## config.mk

```make
export PLATFORM = sky130hd
export DESIGN_NAME = nibble_exec
export DESIGN_NICKNAME = d
export VERILOG_FILES = /design/src/hdl/nibble_exec_pkg.sv /design/src/hdl/nibble_alu_if.sv /design/src/hdl/nibble_alu.sv /design/src/hdl/nibble_exec.sv
export SDC_FILE = /design/constraint.sdc
export NUM_CORES = 1
export LEC_CHECK = 0
export BUFFER_PORTS_ARGS = -buffer_cell sky130_fd_sc_hd__buf_2
export CORE_MARGIN = 1.5
export CORE_UTILIZATION = 40
export CTS_CLUSTER_DIAMETER = 40
export DETAILED_ROUTE_END_ITERATION = 6
export PLACE_DENSITY = 0.69
export REMOVE_ABC_BUFFERS = 1
export SYNTH_ARGS = -nofsm -noshare
export SYNTH_HDL_FRONTEND = slang
export SYNTH_SLANG_ARGS = --single-unit
```

## constraint.sdc

```tcl
create_clock -name mclk -period 2.9 [get_ports mclk]
set_input_delay 0.145 -clock mclk [delete_from_list [all_inputs] [get_ports mclk]]
set_output_delay 0.145 -clock mclk [all_outputs]
set_load 0.02 [all_outputs]
```

## src/hdl/nibble_exec_pkg.sv

```systemverilog
// Constants for the nibble add, logic and branch execution block.
// Assumes one instruction word of ten bits per instruction cycle.
`default_nettype none

package nibble_exec_pkg;

    // -----------------------------------------------------------------
    // Widths
    // -----------------------------------------------------------------
    localparam int WORD_W = 10;
    localparam int NIB_W = 4;
    localparam int PAGE_W = 5;
    localparam int OFFSET_W = 7;
    localparam int DREG_W = 3;

    // -----------------------------------------------------------------
    // Opcodes
    // -----------------------------------------------------------------
    localparam logic [WORD_W-1:0] OPC_ADD_MEMORY = 10'h00a;
    localparam logic [WORD_W-1:0] OPC_ADD_MEMORY_CARRY = 10'h00b;
    localparam logic [WORD_W-1:0] OPC_AND_MEMORY = 10'h018;
    localparam logic [WORD_W-1:0] OPC_INDIRECT_LONG_JUMP = 10'h010;
    localparam logic [2:0] PFX_IN_PAGE_JUMP = 3'h3;
    localparam logic [4:0] PFX_LONG_JUMP = 5'h07;
    localparam logic [2:0] PFX_SECOND_WORD = 3'h4;

    // -----------------------------------------------------------------
    // Field positions
    // -----------------------------------------------------------------
    localparam int PFX3_LSB = 7;
    localparam int PFX5_LSB = 5;
    localparam int IND_PAGE_HI_BIT = 6;
    localparam int IND_PAGE_LO_W = 4;

    // -----------------------------------------------------------------
    // Reset values
    // -----------------------------------------------------------------
    localparam logic [NIB_W-1:0] ACC_RESET = 4'h0;
    localparam logic CARRY_RESET = 1'b0;
    localparam logic [PAGE_W-1:0] PAGE_RESET = 5'h00;
    localparam logic [OFFSET_W-1:0] OFFSET_RESET = 7'h00;

    typedef enum logic [1:0] {
        ALU_PASS,
        ALU_ADD,
        ALU_ADD_CARRY,
        ALU_AND
    } alu_op_e;

    typedef enum logic [1:0] {
        ST_FIRST,
        ST_LONG_SECOND,
        ST_INDIRECT_SECOND
    } decode_state_e;

endpackage

`default_nettype wire

```

## src/hdl/nibble_alu_if.sv

```systemverilog
// Carrier between the decoder and its nibble arithmetic unit.
// Assumes the package is compiled first.
`timescale 1ns/10ps
`default_nettype none

interface nibble_alu_if;
    nibble_exec_pkg::alu_op_e op;
    logic [nibble_exec_pkg::NIB_W-1:0] acc;
    logic [nibble_exec_pkg::NIB_W-1:0] operand;
    logic carry_in;
    logic [nibble_exec_pkg::NIB_W-1:0] result;
    logic carry_out;

    modport decoder (output op, output acc, output operand, output carry_in, input result, input carry_out);
    modport unit (input op, input acc, input operand, input carry_in, output result, output carry_out);
endinterface

`default_nettype wire

```

## src/hdl/nibble_alu.sv

```systemverilog
// Nibble arithmetic unit: add, add with carry, and AND.
// Assumes a purely combinational use by the decoder.
`timescale 1ns/10ps
`default_nettype none

module nibble_alu (
    nibble_alu_if.unit alu
);
    // -----------------------------------------------------------------
    // Arithmetic
    // -----------------------------------------------------------------
    function automatic logic [nibble_exec_pkg::NIB_W:0] nib_sum(
        input logic [nibble_exec_pkg::NIB_W-1:0] x,
        input logic [nibble_exec_pkg::NIB_W-1:0] y,
        input logic c
    );
        nib_sum = {1'b0, x} + {1'b0, y} + {{nibble_exec_pkg::NIB_W{1'b0}}, c};
    endfunction

    logic [nibble_exec_pkg::NIB_W:0] sum;

    always_comb begin
        sum = nib_sum(alu.acc, alu.operand, 1'b0);
        alu.result = alu.acc;
        alu.carry_out = 1'b0;
        case (alu.op)
            nibble_exec_pkg::ALU_ADD: begin
                sum = nib_sum(alu.acc, alu.operand, 1'b0);
                alu.result = sum[nibble_exec_pkg::NIB_W-1:0];
            end
            nibble_exec_pkg::ALU_ADD_CARRY: begin
                sum = nib_sum(alu.acc, alu.operand, alu.carry_in);
                alu.result = sum[nibble_exec_pkg::NIB_W-1:0];
                alu.carry_out = sum[nibble_exec_pkg::NIB_W];
            end
            nibble_exec_pkg::ALU_AND: begin
                alu.result = alu.acc & alu.operand;
            end
            default: begin
                alu.result = alu.acc;
            end
        endcase
    end
endmodule

`default_nettype wire

```

## src/hdl/nibble_exec.sv

```systemverilog
// Execution of add, add with carry, AND and the three branch forms.
// Assumes the fetch unit presents one word per cycle and the data RAM
// returns the pointed nibble for the current data pointer in the same cycle.
`timescale 1ns/10ps
`default_nettype none

module nibble_exec (
    input wire logic mclk,
    input wire logic sys_rst,
    input wire logic instr_valid,
    input wire logic [nibble_exec_pkg::WORD_W-1:0] instr_word,
    input wire logic [nibble_exec_pkg::PAGE_W-1:0] current_page,
    input wire logic [5:0] data_pointer,
    input wire logic [nibble_exec_pkg::NIB_W-1:0] pointed_memory_nibble,
    input wire logic [nibble_exec_pkg::DREG_W-1:0] d_register,
    input wire logic acc_ext_load,
    input wire logic [nibble_exec_pkg::NIB_W-1:0] acc_ext_data,
    output logic [5:0] ram_read_addr,
    output logic [nibble_exec_pkg::NIB_W-1:0] accumulator,
    output logic carry_flag,
    output logic pc_load,
    output logic [nibble_exec_pkg::PAGE_W-1:0] program_page_part,
    output logic [nibble_exec_pkg::OFFSET_W-1:0] program_offset_part,
    output logic second_word_wait
);
    // -----------------------------------------------------------------
    // Decode helpers
    // -----------------------------------------------------------------
    function automatic logic is_second_word(input logic [nibble_exec_pkg::WORD_W-1:0] w);
        is_second_word = w[nibble_exec_pkg::WORD_W-1:nibble_exec_pkg::PFX3_LSB]
            == nibble_exec_pkg::PFX_SECOND_WORD;
    endfunction

    function automatic logic [nibble_exec_pkg::OFFSET_W-1:0] offset_field(
        input logic [nibble_exec_pkg::WORD_W-1:0] w
    );
        offset_field = w[nibble_exec_pkg::OFFSET_W-1:0];
    endfunction

    nibble_exec_pkg::decode_state_e state;
    nibble_exec_pkg::decode_state_e next_state;
    logic [nibble_exec_pkg::PAGE_W-1:0] held_page;
    logic first_word;
    logic dec_in_page;
    logic dec_long;
    logic dec_indirect;
    logic dec_add;
    logic dec_add_carry;
    logic dec_and;
    logic [nibble_exec_pkg::PAGE_W-1:0] indirect_page;
    logic take_long_second;
    logic take_indirect_second;
    logic acc_write;
    logic jump_taken;

    nibble_alu_if alu_bus ();

    nibble_alu u_alu (
        .alu(alu_bus)
    );

    // -----------------------------------------------------------------
    // Instruction decode
    // -----------------------------------------------------------------
    assign first_word = instr_valid && (state == nibble_exec_pkg::ST_FIRST);
    assign dec_add = first_word && (instr_word == nibble_exec_pkg::OPC_ADD_MEMORY);
    assign dec_add_carry = first_word && (instr_word == nibble_exec_pkg::OPC_ADD_MEMORY_CARRY);
    assign dec_and = first_word && (instr_word == nibble_exec_pkg::OPC_AND_MEMORY);
    assign dec_in_page = first_word && (instr_word[nibble_exec_pkg::WORD_W-1:nibble_exec_pkg::PFX3_LSB]
        == nibble_exec_pkg::PFX_IN_PAGE_JUMP);
    assign dec_long = first_word && (instr_word[nibble_exec_pkg::WORD_W-1:nibble_exec_pkg::PFX5_LSB]
        == nibble_exec_pkg::PFX_LONG_JUMP);
    assign dec_indirect = first_word && (instr_word == nibble_exec_pkg::OPC_INDIRECT_LONG_JUMP);
    assign indirect_page = {instr_word[nibble_exec_pkg::IND_PAGE_HI_BIT],
        instr_word[nibble_exec_pkg::IND_PAGE_LO_W-1:0]};
    assign ram_read_addr = data_pointer;
    assign second_word_wait = (state != nibble_exec_pkg::ST_FIRST);

    // -----------------------------------------------------------------
    // Second-word acceptance
    // -----------------------------------------------------------------
    assign take_long_second = instr_valid && (state == nibble_exec_pkg::ST_LONG_SECOND)
        && is_second_word(instr_word);
    assign take_indirect_second = instr_valid && (state == nibble_exec_pkg::ST_INDIRECT_SECOND)
        && is_second_word(instr_word);
    assign acc_write = dec_add || dec_add_carry || dec_and;
    assign jump_taken = dec_in_page || take_long_second || take_indirect_second;

    // -----------------------------------------------------------------
    // Arithmetic hookup
    // -----------------------------------------------------------------
    always_comb begin
        alu_bus.op = nibble_exec_pkg::ALU_PASS;
        if (dec_add) begin
            alu_bus.op = nibble_exec_pkg::ALU_ADD;
        end else if (dec_add_carry) begin
            alu_bus.op = nibble_exec_pkg::ALU_ADD_CARRY;
        end else if (dec_and) begin
            alu_bus.op = nibble_exec_pkg::ALU_AND;
        end
    end

    assign alu_bus.acc = accumulator;
    assign alu_bus.operand = pointed_memory_nibble;
    assign alu_bus.carry_in = carry_flag;

    // -----------------------------------------------------------------
    // Two-word sequencing
    // -----------------------------------------------------------------
    always_comb begin
        next_state = state;
        case (state)
            nibble_exec_pkg::ST_FIRST: begin
                if (dec_long) begin
                    next_state = nibble_exec_pkg::ST_LONG_SECOND;
                end else if (dec_indirect) begin
                    next_state = nibble_exec_pkg::ST_INDIRECT_SECOND;
                end
            end
            nibble_exec_pkg::ST_LONG_SECOND, nibble_exec_pkg::ST_INDIRECT_SECOND: begin
                if (instr_valid) begin
                    next_state = nibble_exec_pkg::ST_FIRST;
                end
            end
            default: begin
                next_state = nibble_exec_pkg::ST_FIRST;
            end
        endcase
    end

    always_ff @(posedge mclk or posedge sys_rst) begin
        if (sys_rst) begin
            state <= nibble_exec_pkg::ST_FIRST;
        end else begin
            state <= next_state;
        end
    end

    always_ff @(posedge mclk or posedge sys_rst) begin
        if (sys_rst) begin
            held_page <= nibble_exec_pkg::PAGE_RESET;
        end else if (dec_long) begin
            held_page <= instr_word[nibble_exec_pkg::PAGE_W-1:0];
        end
    end

    // -----------------------------------------------------------------
    // Accumulator and carry
    // -----------------------------------------------------------------
    always_ff @(posedge mclk or posedge sys_rst) begin
        if (sys_rst) begin
            accumulator <= nibble_exec_pkg::ACC_RESET;
        end else if (acc_write) begin
            accumulator <= alu_bus.result;
        end else if (acc_ext_load) begin
            accumulator <= acc_ext_data;
        end
    end

    always_ff @(posedge mclk or posedge sys_rst) begin
        if (sys_rst) begin
            carry_flag <= nibble_exec_pkg::CARRY_RESET;
        end else if (dec_add_carry) begin
            carry_flag <= alu_bus.carry_out;
        end
    end

    // -----------------------------------------------------------------
    // Program counter loads
    // -----------------------------------------------------------------
    always_ff @(posedge mclk or posedge sys_rst) begin
        if (sys_rst) begin
            pc_load <= 1'b0;
        end else begin
            pc_load <= jump_taken;
        end
    end

    // -----------------------------------------------------------------
    // Jump target registers
    // -----------------------------------------------------------------
    always_ff @(posedge mclk or posedge sys_rst) begin
        if (sys_rst) begin
            program_page_part <= nibble_exec_pkg::PAGE_RESET;
        end else if (dec_in_page) begin
            program_page_part <= current_page;
        end else if (take_long_second) begin
            program_page_part <= held_page;
        end else if (take_indirect_second) begin
            program_page_part <= indirect_page;
        end
    end

    always_ff @(posedge mclk or posedge sys_rst) begin
        if (sys_rst) begin
            program_offset_part <= nibble_exec_pkg::OFFSET_RESET;
        end else if (dec_in_page) begin
            program_offset_part <= offset_field(instr_word);
        end else if (take_long_second) begin
            program_offset_part <= offset_field(instr_word);
        end else if (take_indirect_second) begin
            program_offset_part <= {d_register, accumulator};
        end
    end
endmodule

`default_nettype wire

```

# Yosys cells after proc, flatten, opt, wreduce, memory -nomap -nowiden
# Index checks and enable logic that the tools add are counted.
[op_classes]
n_addsub = 2
mul = 0
div_mod_pow = 0
order_cmp = 0
n_eq_ne = 15
shift = 0
n_mux = 17
n_bitwise = 1
reduce_logical = 22
[ops]
columns = ["op", "n"]
rows = [
  ["$mux 7", 3],
  ["$eq 10x4->1 const B", 2],
  ["$eq 10x5->1 const B", 2],
  ["$mux 5", 3],
  ["$mux 2", 6],
  ["$pmux 4 s3", 1],
  ["$logic_and 1x1->1", 11],
  ["$mux 4", 2],
  ["$eq 2x2->1 const B", 3],
  ["$add 4x4->5", 1],
  ["$add 5x1->5", 1],
  ["$eq 5x3->1 const B", 1],
  ["$and 4x4->4", 1],
  ["$eq 2x1->1 const B", 2],
  ["$logic_or 1x1->1", 4],
  ["$ne 4x1->1 const B", 1],
  ["$pmux 2 s2", 1],
  ["$reduce_and 2->1", 2],
  ["$reduce_bool 2->1", 2],
  ["$eq 3x2->1 const B", 1],
  ["$eq 3x3->1 const B", 1],
  ["$ne 3x3->1 const B", 1],
  ["$reduce_bool 3->1", 1],
  ["$logic_not 2->1", 1],
  ["other kinds (3)", 3],
]
[word_totals]
register_bits = 25
latchBits = 0
ramBits = 0
romBits = 0
input_bits = 36
out_inout_bits = 25
elab_cells = 64
mem_count = 0

# Longest topological paths before layout
# Gate-level depths: netlist of run 1.
[depth]
depth_word = 9
depth_mapped = 9
depth_no_buf = 7

# Cells and area by module
# Synthesis of run 1 repeated with hierarchy kept, for this count alone.
[hier_totals]
cells_unflattened = 173
hier_area_um2 = 1732.9
[by_module_without_submodules]
columns = ["module", "n_inst", "cells_per_inst", "area_each_um2", "seq_area_each_um2"]
rows = [
  ["nibble_exec", 1, 133, 1380.1, 625.6],
  ["nibble_alu", 1, 40, 352.8, 0.0],
]

# Least setup slack after synthesis of run 1
# No wires, ideal clock.
[synth_timing]
kind = "register to register"
from = "reg accumulator[0] in the netlist's numbering"
to = "reg carry_flag"
setup_ns = 0.124
arrival_ns = 2.087
required_time_ns = 2.776
path_slack_ns = 0.689
stages_incl_launch_ff = 8
n_path_buf = 0
synth_period_minus_slack_ns = 2.211
path_cell_list = "dfrtp_1 -> ha_1 -> fa_1 -> ha_1 -> inv_1 -> a311oi_1 -> o21ai_0 -> a211o_1"
[synth_between]
elab_chain_cells = 3
[synth_rtl]
columns = ["element", "line", "source"]
rows = [
  ["from (decl)", "nibble_exec.sv:19", "output logic [nibble_exec_pkg::NIB_W-1:0] accumulator,"],
  ["from (signal assigned)", "nibble_exec.sv:152", "accumulator <= nibble_exec_pkg::ACC_RESET;"],
  ["from (signal assigned)", "nibble_exec.sv:154", "accumulator <= alu_bus.result;"],
  ["from (signal assigned)", "nibble_exec.sv:156", "accumulator <= acc_ext_data;"],
  ["$add 4x4->5", "n/a", ""],
  ["$add 5x1->5", "nibble_alu.sv:17", "nib_sum = {1'b0, x} + {1'b0, y} + {{nibble_exec_pkg::NIB_W{1'b0}}, c};"],
  ["$mux 1", "nibble_alu.sv:26", "case (alu.op)"],
  ["to (signal assigned)", "nibble_exec.sv:162", "carry_flag <= nibble_exec_pkg::CARRY_RESET;"],
  ["to (signal assigned)", "nibble_exec.sv:164", "carry_flag <= alu_bus.carry_out;"],
  ["to (decl)", "nibble_exec.sv:20", "output logic carry_flag,"],
]
# Every way passes these cells.
# A chain may end at the register's enable or synchronous reset.

# Worst setup path in the final report of run 1
# Same ends and word-level chain as after synthesis.

==> flow_metrics.tcl, run 1 <==
set metrics [dict create \
    clock-skew-final_ps 2.63 \
    post_cts_hold_buffer_count 0 \
    place_congestion 0.843 \
    synth-main-ff-cell "dfrtp_1" \
    first_pass_iters 4 \
    place.detailed.hpwl_mm 3.08 \
    worstSkewPairLatency_ps 260 \
    hold_wc_path_type "in2async" \
    ctsRootBufferMaster "clkbuf_8" \
    cts_buffers 3 \
    placement_rows 24 \
    holdWs_ps 79.2 \
    postSynthCellCount 179 \
    drt_iter0_markers 140 \
    grt.total_usage 0.173 \
    drt.antenna.violating_nets 0 \
    regArea_um2 626 \
    final_period_minus_worst_setup_slack_ps 2280 \
    synth-seq-area-share 0.350 \
    post_cts.resized_instances 0 \
    finalWorstSetupSlack_ps 619 \
    dp_slack_ps 637 \
    cell_area_synth_um2 1790 \
    max_slew.worst_pin.slew_ps 945 \
    final-hold-violation-count 0 \
    startpoint_type "flop" \
    syn_area_per_cell_um2 10.0 \
    synth-edff-count 0 \
    clk_transition_reported_paths_ps 90 \
    layout-drive-gt1-share 0.296 \
    setup_repair_after_global_routing_missed_its_margin "false" \
    die_area_um2 4880 \
    endpoint_of_the_worst_register_to_register_path "carry_flag" \
    horizontal_extent_of_the_die_um 69.9 \
    numClockSinks 25 \
    areaGrowthSynthToFinish_pct 14.0 \
    power_density_nw_per_um2 643 \
    finalSetupViolCount 0 \
    route.detailed.drc 0 \
    path_max_fanout 5 \
    io_buffer_count 48 \
    async_reset_ff_frac 1.00 \
    grt-ovfl-total 0 \
    post-cts-setup-buffers 0 \
    route.detailed.vias_per_inst 5.41 \
    worst_r2r_path_depth 7 \
    critical_path.reg2reg.startpoint "accumulator[0]" \
    grt_pass1_wl_mm 6.89 \
    endpoint_kind "flop" \
    synth_seq_cells 25 \
    critPathKind "reg2reg" \
    critPathArrivalTime_ps 2440 \
    clock.fmax_mhz 438 \
    vdd.ir_drop.worst_v 0.000217 \
    maxCapViolations 0 \
    worst-r2r-setup-slack_ps 620 \
    antenna_cells_inserted 0 \
    route.vias.total 1451 \
    start_util 0.414 \
    multi_input_comb_area_um2 1020 \
    static-leakage-power_nw 1.03 \
    wl_per_cell_um 15.3 \
    tritoncts "done" \
    yosys_warnings 0 \
    final.period_utilization 0.787 \
    wl_mm 4.11 \
    grt_pass1_vias 1434 \
    status "finished clean" \
    grt_max_degree 26 \
    final.setup.tns_ps 0 \
    worst_ep_required_time_ps 3060 \
    timing.critical_path.from "accumulator[0]" \
    finalNetCount 263 \
    synth_unique_cells 52 \
    nFillCells 443 \
    clockBufferDepth 2 \
    io_pins 61 \
    design.core.area_um2 4320 \
    fp.dieH_um 69.9 \
    htreeDepth 1 \
    initial_antenna_violation_count 0 \
    max-slew-margin-rel 0.369 \
    report.final.slew_viol_count 0 \
]
==> sequential cells by signal, indices dropped and copies added (netlist names) <==
signal,count
carry_flag,1
held_page,5
pc_load,1
program_page_part,5
accumulator,4
program_offset_part,7
state,2
==> critical path, stage by stage (launching register included) <==
cell and delay [ps]:
dfrtp_1 410, ha_1 230, fa_1 570, ha_1 220, inv_1 50, a311oi_1 280, o21ai_0 150, a211o_1 270
==> how the worst max path moves through the flow <==
stage,slack [ps],endpoint
6_report,620,carry_flag
5_1_grt,460,carry_flag
4_1_cts,620,carry_flag
3_5_place_dp,640,carry_flag
3_3_place_gp,690,carry_flag
2_1_floorplan,690,carry_flag
==> power by group <==
group	switching [W]	internal, W	total (W)
logic	0.000332	0.000241	0.000573
clock network	0.000109	0.0000982	0.000207
registers	0.0000647	0.000466	0.000531
total	0.000506	0.000805	0.00131
==> cell families after synthesis <==
kind of cell             synth area share
AND/OR/NAND/NOR                     0.190
multiplexers                       0.0930
buffers and inverters              0.0811
adder cells (fa/ha/maj)            0.0741
AO/OA/AOI/OAI                       0.194
flip-flops                          0.350
XOR/XNOR                           0.0182
==> per-layer routing <==
metal | global-route usage | wire length, um | share of wire
met1 | 0.248 | 1990 | 0.48
met2 | 0.274 | 1920 | 0.47
met3 | 0.0332 | 189 | 0.046
met4 | 0.0385 | 11 | 0.0027
met5 | 0 | 0 | 0
==> synthesized netlist by cell type (all sizes together), types with 2 or more instances <==
master / number / share of area
a21o: 3 / 0.013
nor2: 16 / 0.034
a211o: 2 / 0.0098
nand3: 6 / 0.017
nor3b: 3 / 0.015
ha: 9 / 0.063
a32o: 5 / 0.028
and2: 5 / 0.019
nor2b: 2 / 0.0084
and4bb: 2 / 0.016
buf: 17 / 0.064
a221oi: 2 / 0.0098
o22ai: 3 / 0.010
mux2i: 11 / 0.062
o31a: 2 / 0.0098
a21oi: 13 / 0.036
nor4bb: 2 / 0.011
nand2: 7 / 0.016
inv: 8 / 0.017
and3: 2 / 0.0070
a22oi: 4 / 0.017
dfrtp: 25 / 0.35
o31ai: 4 / 0.017
mux2: 5 / 0.031
o21ai: 4 / 0.011
==> per-stage QoR <==
step / utilization / instance area [um^2] / instances / power (W)
2_1_floorplan: - / 1670 / 162 / 0.000920
3_3_place_gp: 0.461 / 1990 / 264 / 0.00110
3_5_place_dp: 0.461 / 1990 / 264 / 0.00111
4_1_cts: 0.472 / 2040 / 268 / 0.00132
5_1_grt: 0.472 / 2040 / 268 / 0.00140
6_report: 0.472 / 2040 / 268 / 0.00131
==> layout make-up <==
type / count / area share
timing repair buffer: 50 / 0.125
tap: 52 / 0.0319
multi-input combinational: 129 / 0.499
inverter: 8 / 0.0147
clock buffer: 4 / 0.0221
sequential: 25 / 0.307
==> layout by cell type (no fill, tap or decap), drive strengths merged, types with 3 or more instances in the layout <==
cell    netlist  layout
buf          17      50
o31ai         4       4
a21oi        13      13
a21o          3       3
mux2i        11      11
nand2         7       7
a22oi         4       4
clkbuf        0       4
nor3b         3       3
nor2         16      16
o22ai         3       3
nand3         6       6
and2          5       5
a32o          5       5
o21ai         4       4
inv           8       8
mux2          5       5
dfrtp        25      25
ha            9       9
No activity file was read; power rests on OpenSTA's default activity.
==> inputs of run 2 (changes only) <==
==> constraint.sdc (replaced) <==
create_clock -name mclk -period 2.12 [get_ports mclk]
set_input_delay 0.106 -clock mclk [delete_from_list [all_inputs] [get_ports mclk]]
set_output_delay 0.106 -clock mclk [all_outputs]
set_load 0.02 [all_outputs]
==> flow_metrics.tcl, run 2 (synthesized netlist as in run 1, its figures left out) <==
set metrics [dict create \
    start_util 0.414 \
    worst_ep_required_time_ps 2280 \
    placedInstanceArea_um2 2030 \
    io_buffer_count 48 \
    max-slew-margin-rel 0.743 \
    max_slew.worst_pin.slew_ps 383 \
    power_density_nw_per_um2 863 \
    final.period_utilization 0.959 \
    vdd.ir_drop.worst_v 0.000319 \
    met2WireLength_mm 2.04 \
    routed-wl-met3_um 206 \
    fp.dieH_um 69.9 \
    wl_met1_mm 1.89 \
    place.detailed.hpwl_mm 3.18 \
    critPathBufInv 1 \
    report.final.slew_viol_count 0 \
    worst_hold_startpoint "current_page[2]" \
    endpoint_of_the_worst_register_to_register_path "carry_flag" \
    design.core.area_um2 4320 \
    areaGrowthSynthToFinish_pct 18.3 \
    drt.antenna.violating_nets 0 \
    static-leakage-power_nw 1.07 \
    route.detailed.vias_per_inst 5.58 \
    grt_pass1_wl_mm 7.26 \
    clockBufferDepth 2 \
    place_congestion 0.826 \
    final_period_minus_worst_setup_slack_ps 2030 \
    hold_wc_path_type "in2reg" \
    worst-r2r-setup-slack_ps 90 \
    ctsRootBufferMaster "clkbuf_8" \
    final-hold-violation-count 0 \
    io_pins 61 \
    clock-skew-final_ps 3.12 \
    critical-path-top-cell-by-count "ha_2" \
    grt-ovfl-total 0 \
    maxCapViolations 0 \
    grt_max_degree 26 \
    status "finished clean" \
    clock.fmax_mhz 492 \
    finalNetCount 270 \
    cts_buffers 3 \
    largest_register_ff_count 7 \
    utilization 0.489 \
    topRoutingLayerUsed "met4" \
    drt_iter0_markers 111 \
    tritoncts "done" \
    grt_pass1_vias 1566 \
    most-common-layout-cells "buf_2 (48), dfrtp_1 (25), nor2_1 (15)" \
    layout_top_registers "program_offset_part (7), held_page (5), program_page_part (5)" \
    finalSetupViolCount 0 \
    htreeDepth 1 \
    route.vias.total 1534 \
    finish.instance_area_um2 2120 \
    initial_antenna_violation_count 0 \
    antenna_cells_inserted 0 \
    critPathKind "reg2reg" \
    final_common_cell "buf_2" \
    path_cells "ha_2 -> fa_1 -> ha_2 -> inv_2 -> a311oi_2 -> o21ai_1 -> a211o_1" \
    largest_register_by_flop_count "program_offset_part" \
    timing.critical_path.from "accumulator[0]" \
    route.detailed.drc 0 \
    critPathArrivalTime_ps 2190 \
    path_max_fanout 3 \
    wl_mm 4.22 \
    crit_slowest_cell "fa_1" \
    startpoint_type "flop" \
    worst-path-stages 7 \
    critPathTopFamily "adder cells" \
    critical_path.max_stage_delay_ps 520 \
    layout-drive-gt1-share 0.341 \
    worst_setup_path_endpoint "carry_flag" \
    endpoint_kind "flop" \
    worstSkewPairLatency_ps 270 \
    critical_path.reg2reg.startpoint "accumulator[0]" \
    setup_repair_after_global_routing_missed_its_margin "true" \
    finalWorstSetupSlack_ps 86.2 \
    final.setup.tns_ps 0 \
    wl_per_cell_um 15.3 \
    grt.total_usage 0.182 \
    numClockSinks 25 \
    first_pass_iters 4 \
    placement_rows 24 \
    worst_r2r_path_depth 7 \
    clk_transition_reported_paths_ps 90 \
    die_area_um2 4880 \
    horizontal_extent_of_the_die_um 69.9 \
    dp_slack_ps -27.4 \
]
run 2: changes by cell type in the layout (fill, tap and decap cells not counted), sizes merged:
| cell | delta |
|---|---|
| buf | +6 |
| dlygate4sd3 | +1 |
run 2: metal layers:
layer  GRT usage  vias up
met5           0        -
met4      0.0641        0
met3      0.0346        8
li1            -      745
met1       0.243      733
met2       0.297       48
run 2: final cells by class:
class	count	area, um^2
well taps	52	65.1
multi-input cells	129	1040
repair buffers	57	310
clock buffers	4	45.0
fillers	436	2210
flip-flops and latches	25	626
inverters	8	30.0
run 2: worst min-delay path, delay by kind of cell:
family | cells | cell delay (ps)
AOI/OAI and AO/OA | 1 | 70
buffers and inverters | 1 | 90
and+or+nand+nor | 1 | 90
run 2: where the power goes:
| part | internal, W | switching (W) |
|---|---|---|
| Sequential | 0.000638 | 0.0000870 |
| Clock | 0.000134 | 0.000150 |
| Combinational | 0.000347 | 0.000470 |
| Total | 0.00112 | 0.000707 |
run 2: how the worst min path moves through the flow:
stage	end	slack, ps	cells after the start
finish	program_page_part[2]	120	3
global route	program_page_part[3]	130	3
CTS	program_page_part[2]	120	3
detailed placement	pc_load	180	3
global placement	pc_load	170	3
floorplan	accumulator[0]	130	1
run 2: per-stage QoR:
stage	instances	total power, W	hold slack, ps
final	275	0.00183	124
after floorplan	162	0.00126	133
after global placement	269	0.00152	172
after CTS	274	0.00184	125
after global routing	275	0.00196	126
after detailed placement	269	0.00155	178
run 2: timing repair:
item	CTS	global route
pin swaps	3	2
endpoints found under the setup margin	1	4
hold endpoints to repair	25	0
setup buffers	0	1
hold buffers	1	0
gates cloned	0	0
resized for setup	4	3
==> inputs of run 3 (changes only) <==
--- a/config.mk
+++ b/config.mk
@@ -10,7 +10,7 @@
 export CORE_UTILIZATION = 40
 export CTS_CLUSTER_DIAMETER = 40
 export DETAILED_ROUTE_END_ITERATION = 6
-export PLACE_DENSITY = 0.69
+export PLACE_DENSITY = 0.72
 export REMOVE_ABC_BUFFERS = 1
 export SYNTH_ARGS = -nofsm -noshare
 export SYNTH_HDL_FRONTEND = slang
==> constraint.sdc (replaced) <==
create_clock -name mclk -period 1.8 [get_ports mclk]
set_input_delay 0.09 -clock mclk [delete_from_list [all_inputs] [get_ports mclk]]
set_output_delay 0.09 -clock mclk [all_outputs]
set_load 0.02 [all_outputs]
==> flow_metrics.tcl, run 3 (synthesized netlist as in run 1, its figures left out) <==
set metrics [dict create \
    route.detailed.vias_per_inst 5.47 \
    finalWorstSetupSlack_ps -200 \
    clockBufferDepth 2 \
    hold_wc_path_type "in2reg" \
    drt_iter0_markers 89 \
    areaGrowthSynthToFinish_pct 26.5 \
    worst_hold_startpoint "current_page[2]" \
    multi_input_comb_area_um2 1060 \
    start_util 0.414 \
    placement_rows 24 \
    antenna_cells_inserted 0 \
    finalNetCount 287 \
    status "complete, but fails checks" \
    drt.antenna.violating_nets 0 \
    busiest_layer_in_global_routing "met2" \
    critPathArrivalTime_ps 2170 \
    static-leakage-power_nw 1.15 \
    critPathKind "reg2reg" \
    fp.dieH_um 69.9 \
    use_met2 0.319 \
    finalSetupViolCount 4 \
    final_common_cell "buf_2" \
    maxCapViolations 0 \
    io_pins 61 \
    initial_antenna_violation_count 0 \
    max_slew.worst_pin.slew_ps 372 \
    horizontal_extent_of_the_die_um 69.9 \
    power_density_nw_per_um2 987 \
    nFillCells 420 \
    layout_top_registers "program_offset_part (7), held_page (5), program_page_part (5)" \
    worst-r2r-setup-slack_ps -200 \
    worst_ep_required_time_ps 1970 \
    design.core.area_um2 4320 \
    grt_pass1_vias 1628 \
    cts_buffers 3 \
    hold-path-cell-count 3 \
    wl_per_cell_um 15.0 \
    place_congestion 0.818 \
    worstSkewPairLatency_ps 270 \
    wl_mm 4.39 \
    ctsRootBufferMaster "clkbuf_8" \
    grt_pass1_wl_mm 7.42 \
    grt.total_usage 0.185 \
    final-hold-violation-count 0 \
    final_period_minus_worst_setup_slack_ps 2000 \
    violations_in_the_final_reports "setup timing" \
    final.period_utilization 1.11 \
    htreeDepth 1 \
    place.detailed.hpwl_mm 3.36 \
    max-slew-margin-rel 0.751 \
    endpoint_kind "flop" \
    clock-skew-final_ps 0.766 \
    clock.fmax_mhz 500 \
    numClockSinks 25 \
    io_buffer_count 48 \
    startpoint_type "flop" \
    report.final.slew_viol_count 0 \
    whs_endpoint "program_page_part[2]" \
    clk_transition_reported_paths_ps 90 \
    vdd.ir_drop.worst_v 0.000313 \
    path_max_fanout 4 \
    die_area_um2 4880 \
    first_pass_iters 4 \
    largest_register_ff_count 7 \
    utilization 0.523 \
    most-common-layout-cells "buf_2 (48), dfrtp_1 (25), buf_4 (25)" \
    tritoncts "done" \
    grt-ovfl-total 0 \
    route.vias.total 1596 \
    final.setup.tns_ps -746 \
    groute.layer.met1.usage 0.240 \
    use_met3 0.0245 \
    worst_r2r_path_depth 7 \
    layout-drive-gt1-share 0.404 \
    critical_path.reg2reg.startpoint "accumulator[0]" \
    endpoint_of_the_worst_register_to_register_path "accumulator[3]" \
    regArea_um2 626 \
    power.total_w 0.00223 \
    grt_max_degree 26 \
    largest_register_by_flop_count "program_offset_part" \
    route.detailed.drc 0 \
    setup_repair_after_global_routing_missed_its_margin "true" \
]
run 3: changes by cell type in the layout (fill, tap and decap cells not counted):
cell / before / now
and4_1: 1 / 0
buf_4: 8 / 25
and4_4: 0 / 1
nor4bb_2: 0 / 1
a221oi_2: 0 / 1
nor2_2: 1 / 0
o21ai_1: 3 / 2
o21ai_2: 0 / 1
mux2i_2: 0 / 1
nor4bb_1: 2 / 1
mux2i_1: 11 / 10
nor2_1: 15 / 16
a221oi_1: 2 / 1
run 3: cell type report:
class / instances / share of cell area
multi-input cells: 129 / 0.468
flip-flops and latches: 25 / 0.276
repair buffers: 74 / 0.193
well taps: 52 / 0.0287
clock buffers: 4 / 0.0199
inverters: 8 / 0.0133
run 3: worst max path at each step:
stage / start / endpoint / slack [ps] / cells past startpoint
3_3_place_gp: accumulator[0] / carry_flag / -270 / 7
5_1_grt: accumulator[0] / accumulator[3] / -290 / 7
6_report: accumulator[0] / accumulator[3] / -200 / 7
3_5_place_dp: accumulator[0] / carry_flag / -320 / 7
4_1_cts: accumulator[0] / carry_flag / -200 / 7
2_1_floorplan: accumulator[0] / carry_flag / -410 / 7
run 3: what timing repair did:
| item | CTS | global route |
|---|---|---|
| gates cloned | 0 | 0 |
| endpoints found under the hold margin | 25 | 0 |
| hold buffers | 1 | 0 |
| endpoints found under the setup margin | 8 | 14 |
| resized for setup | 7 | 5 |
| pin swaps | 6 | 2 |
| setup buffers | 0 | 1 |
run 3: layer usage:
layer	up-vias	share of wire	wire length (um)
met4	0	0.011	50
met1	762	0.45	1980
li1	774	-	-
met3	6	0.044	195
met5	-	0	0
met2	54	0.49	2170
run 3: critical path, stage by stage, from the launching register on:
cell,delay [ps]
dfrtp_1,400
ha_2,190
fa_1,500
buf_4,130
nand3_1,70
nor2_1,120
xor3_1,220
a32o_1,260
run 3: metrics by stage:
step | hold WS [ps] | worst slack [ps] | cells | instance area (um^2)
2_1_floorplan | 117 | -411 | 162 | 1670
3_3_place_gp | 152 | -268 | 286 | 2160
3_5_place_dp | 159 | -322 | 286 | 2160
4_1_cts | 101 | -202 | 291 | 2240
5_1_grt | 130 | -286 | 292 | 2260
6_report | 101 | -200 | 292 | 2260
run 3: where the power goes:
part           internal, W  switching (W)  leakage [nW]
logic             0.000470       0.000575         0.824
clock network     0.000159       0.000179        0.0228
registers         0.000751       0.000100         0.308
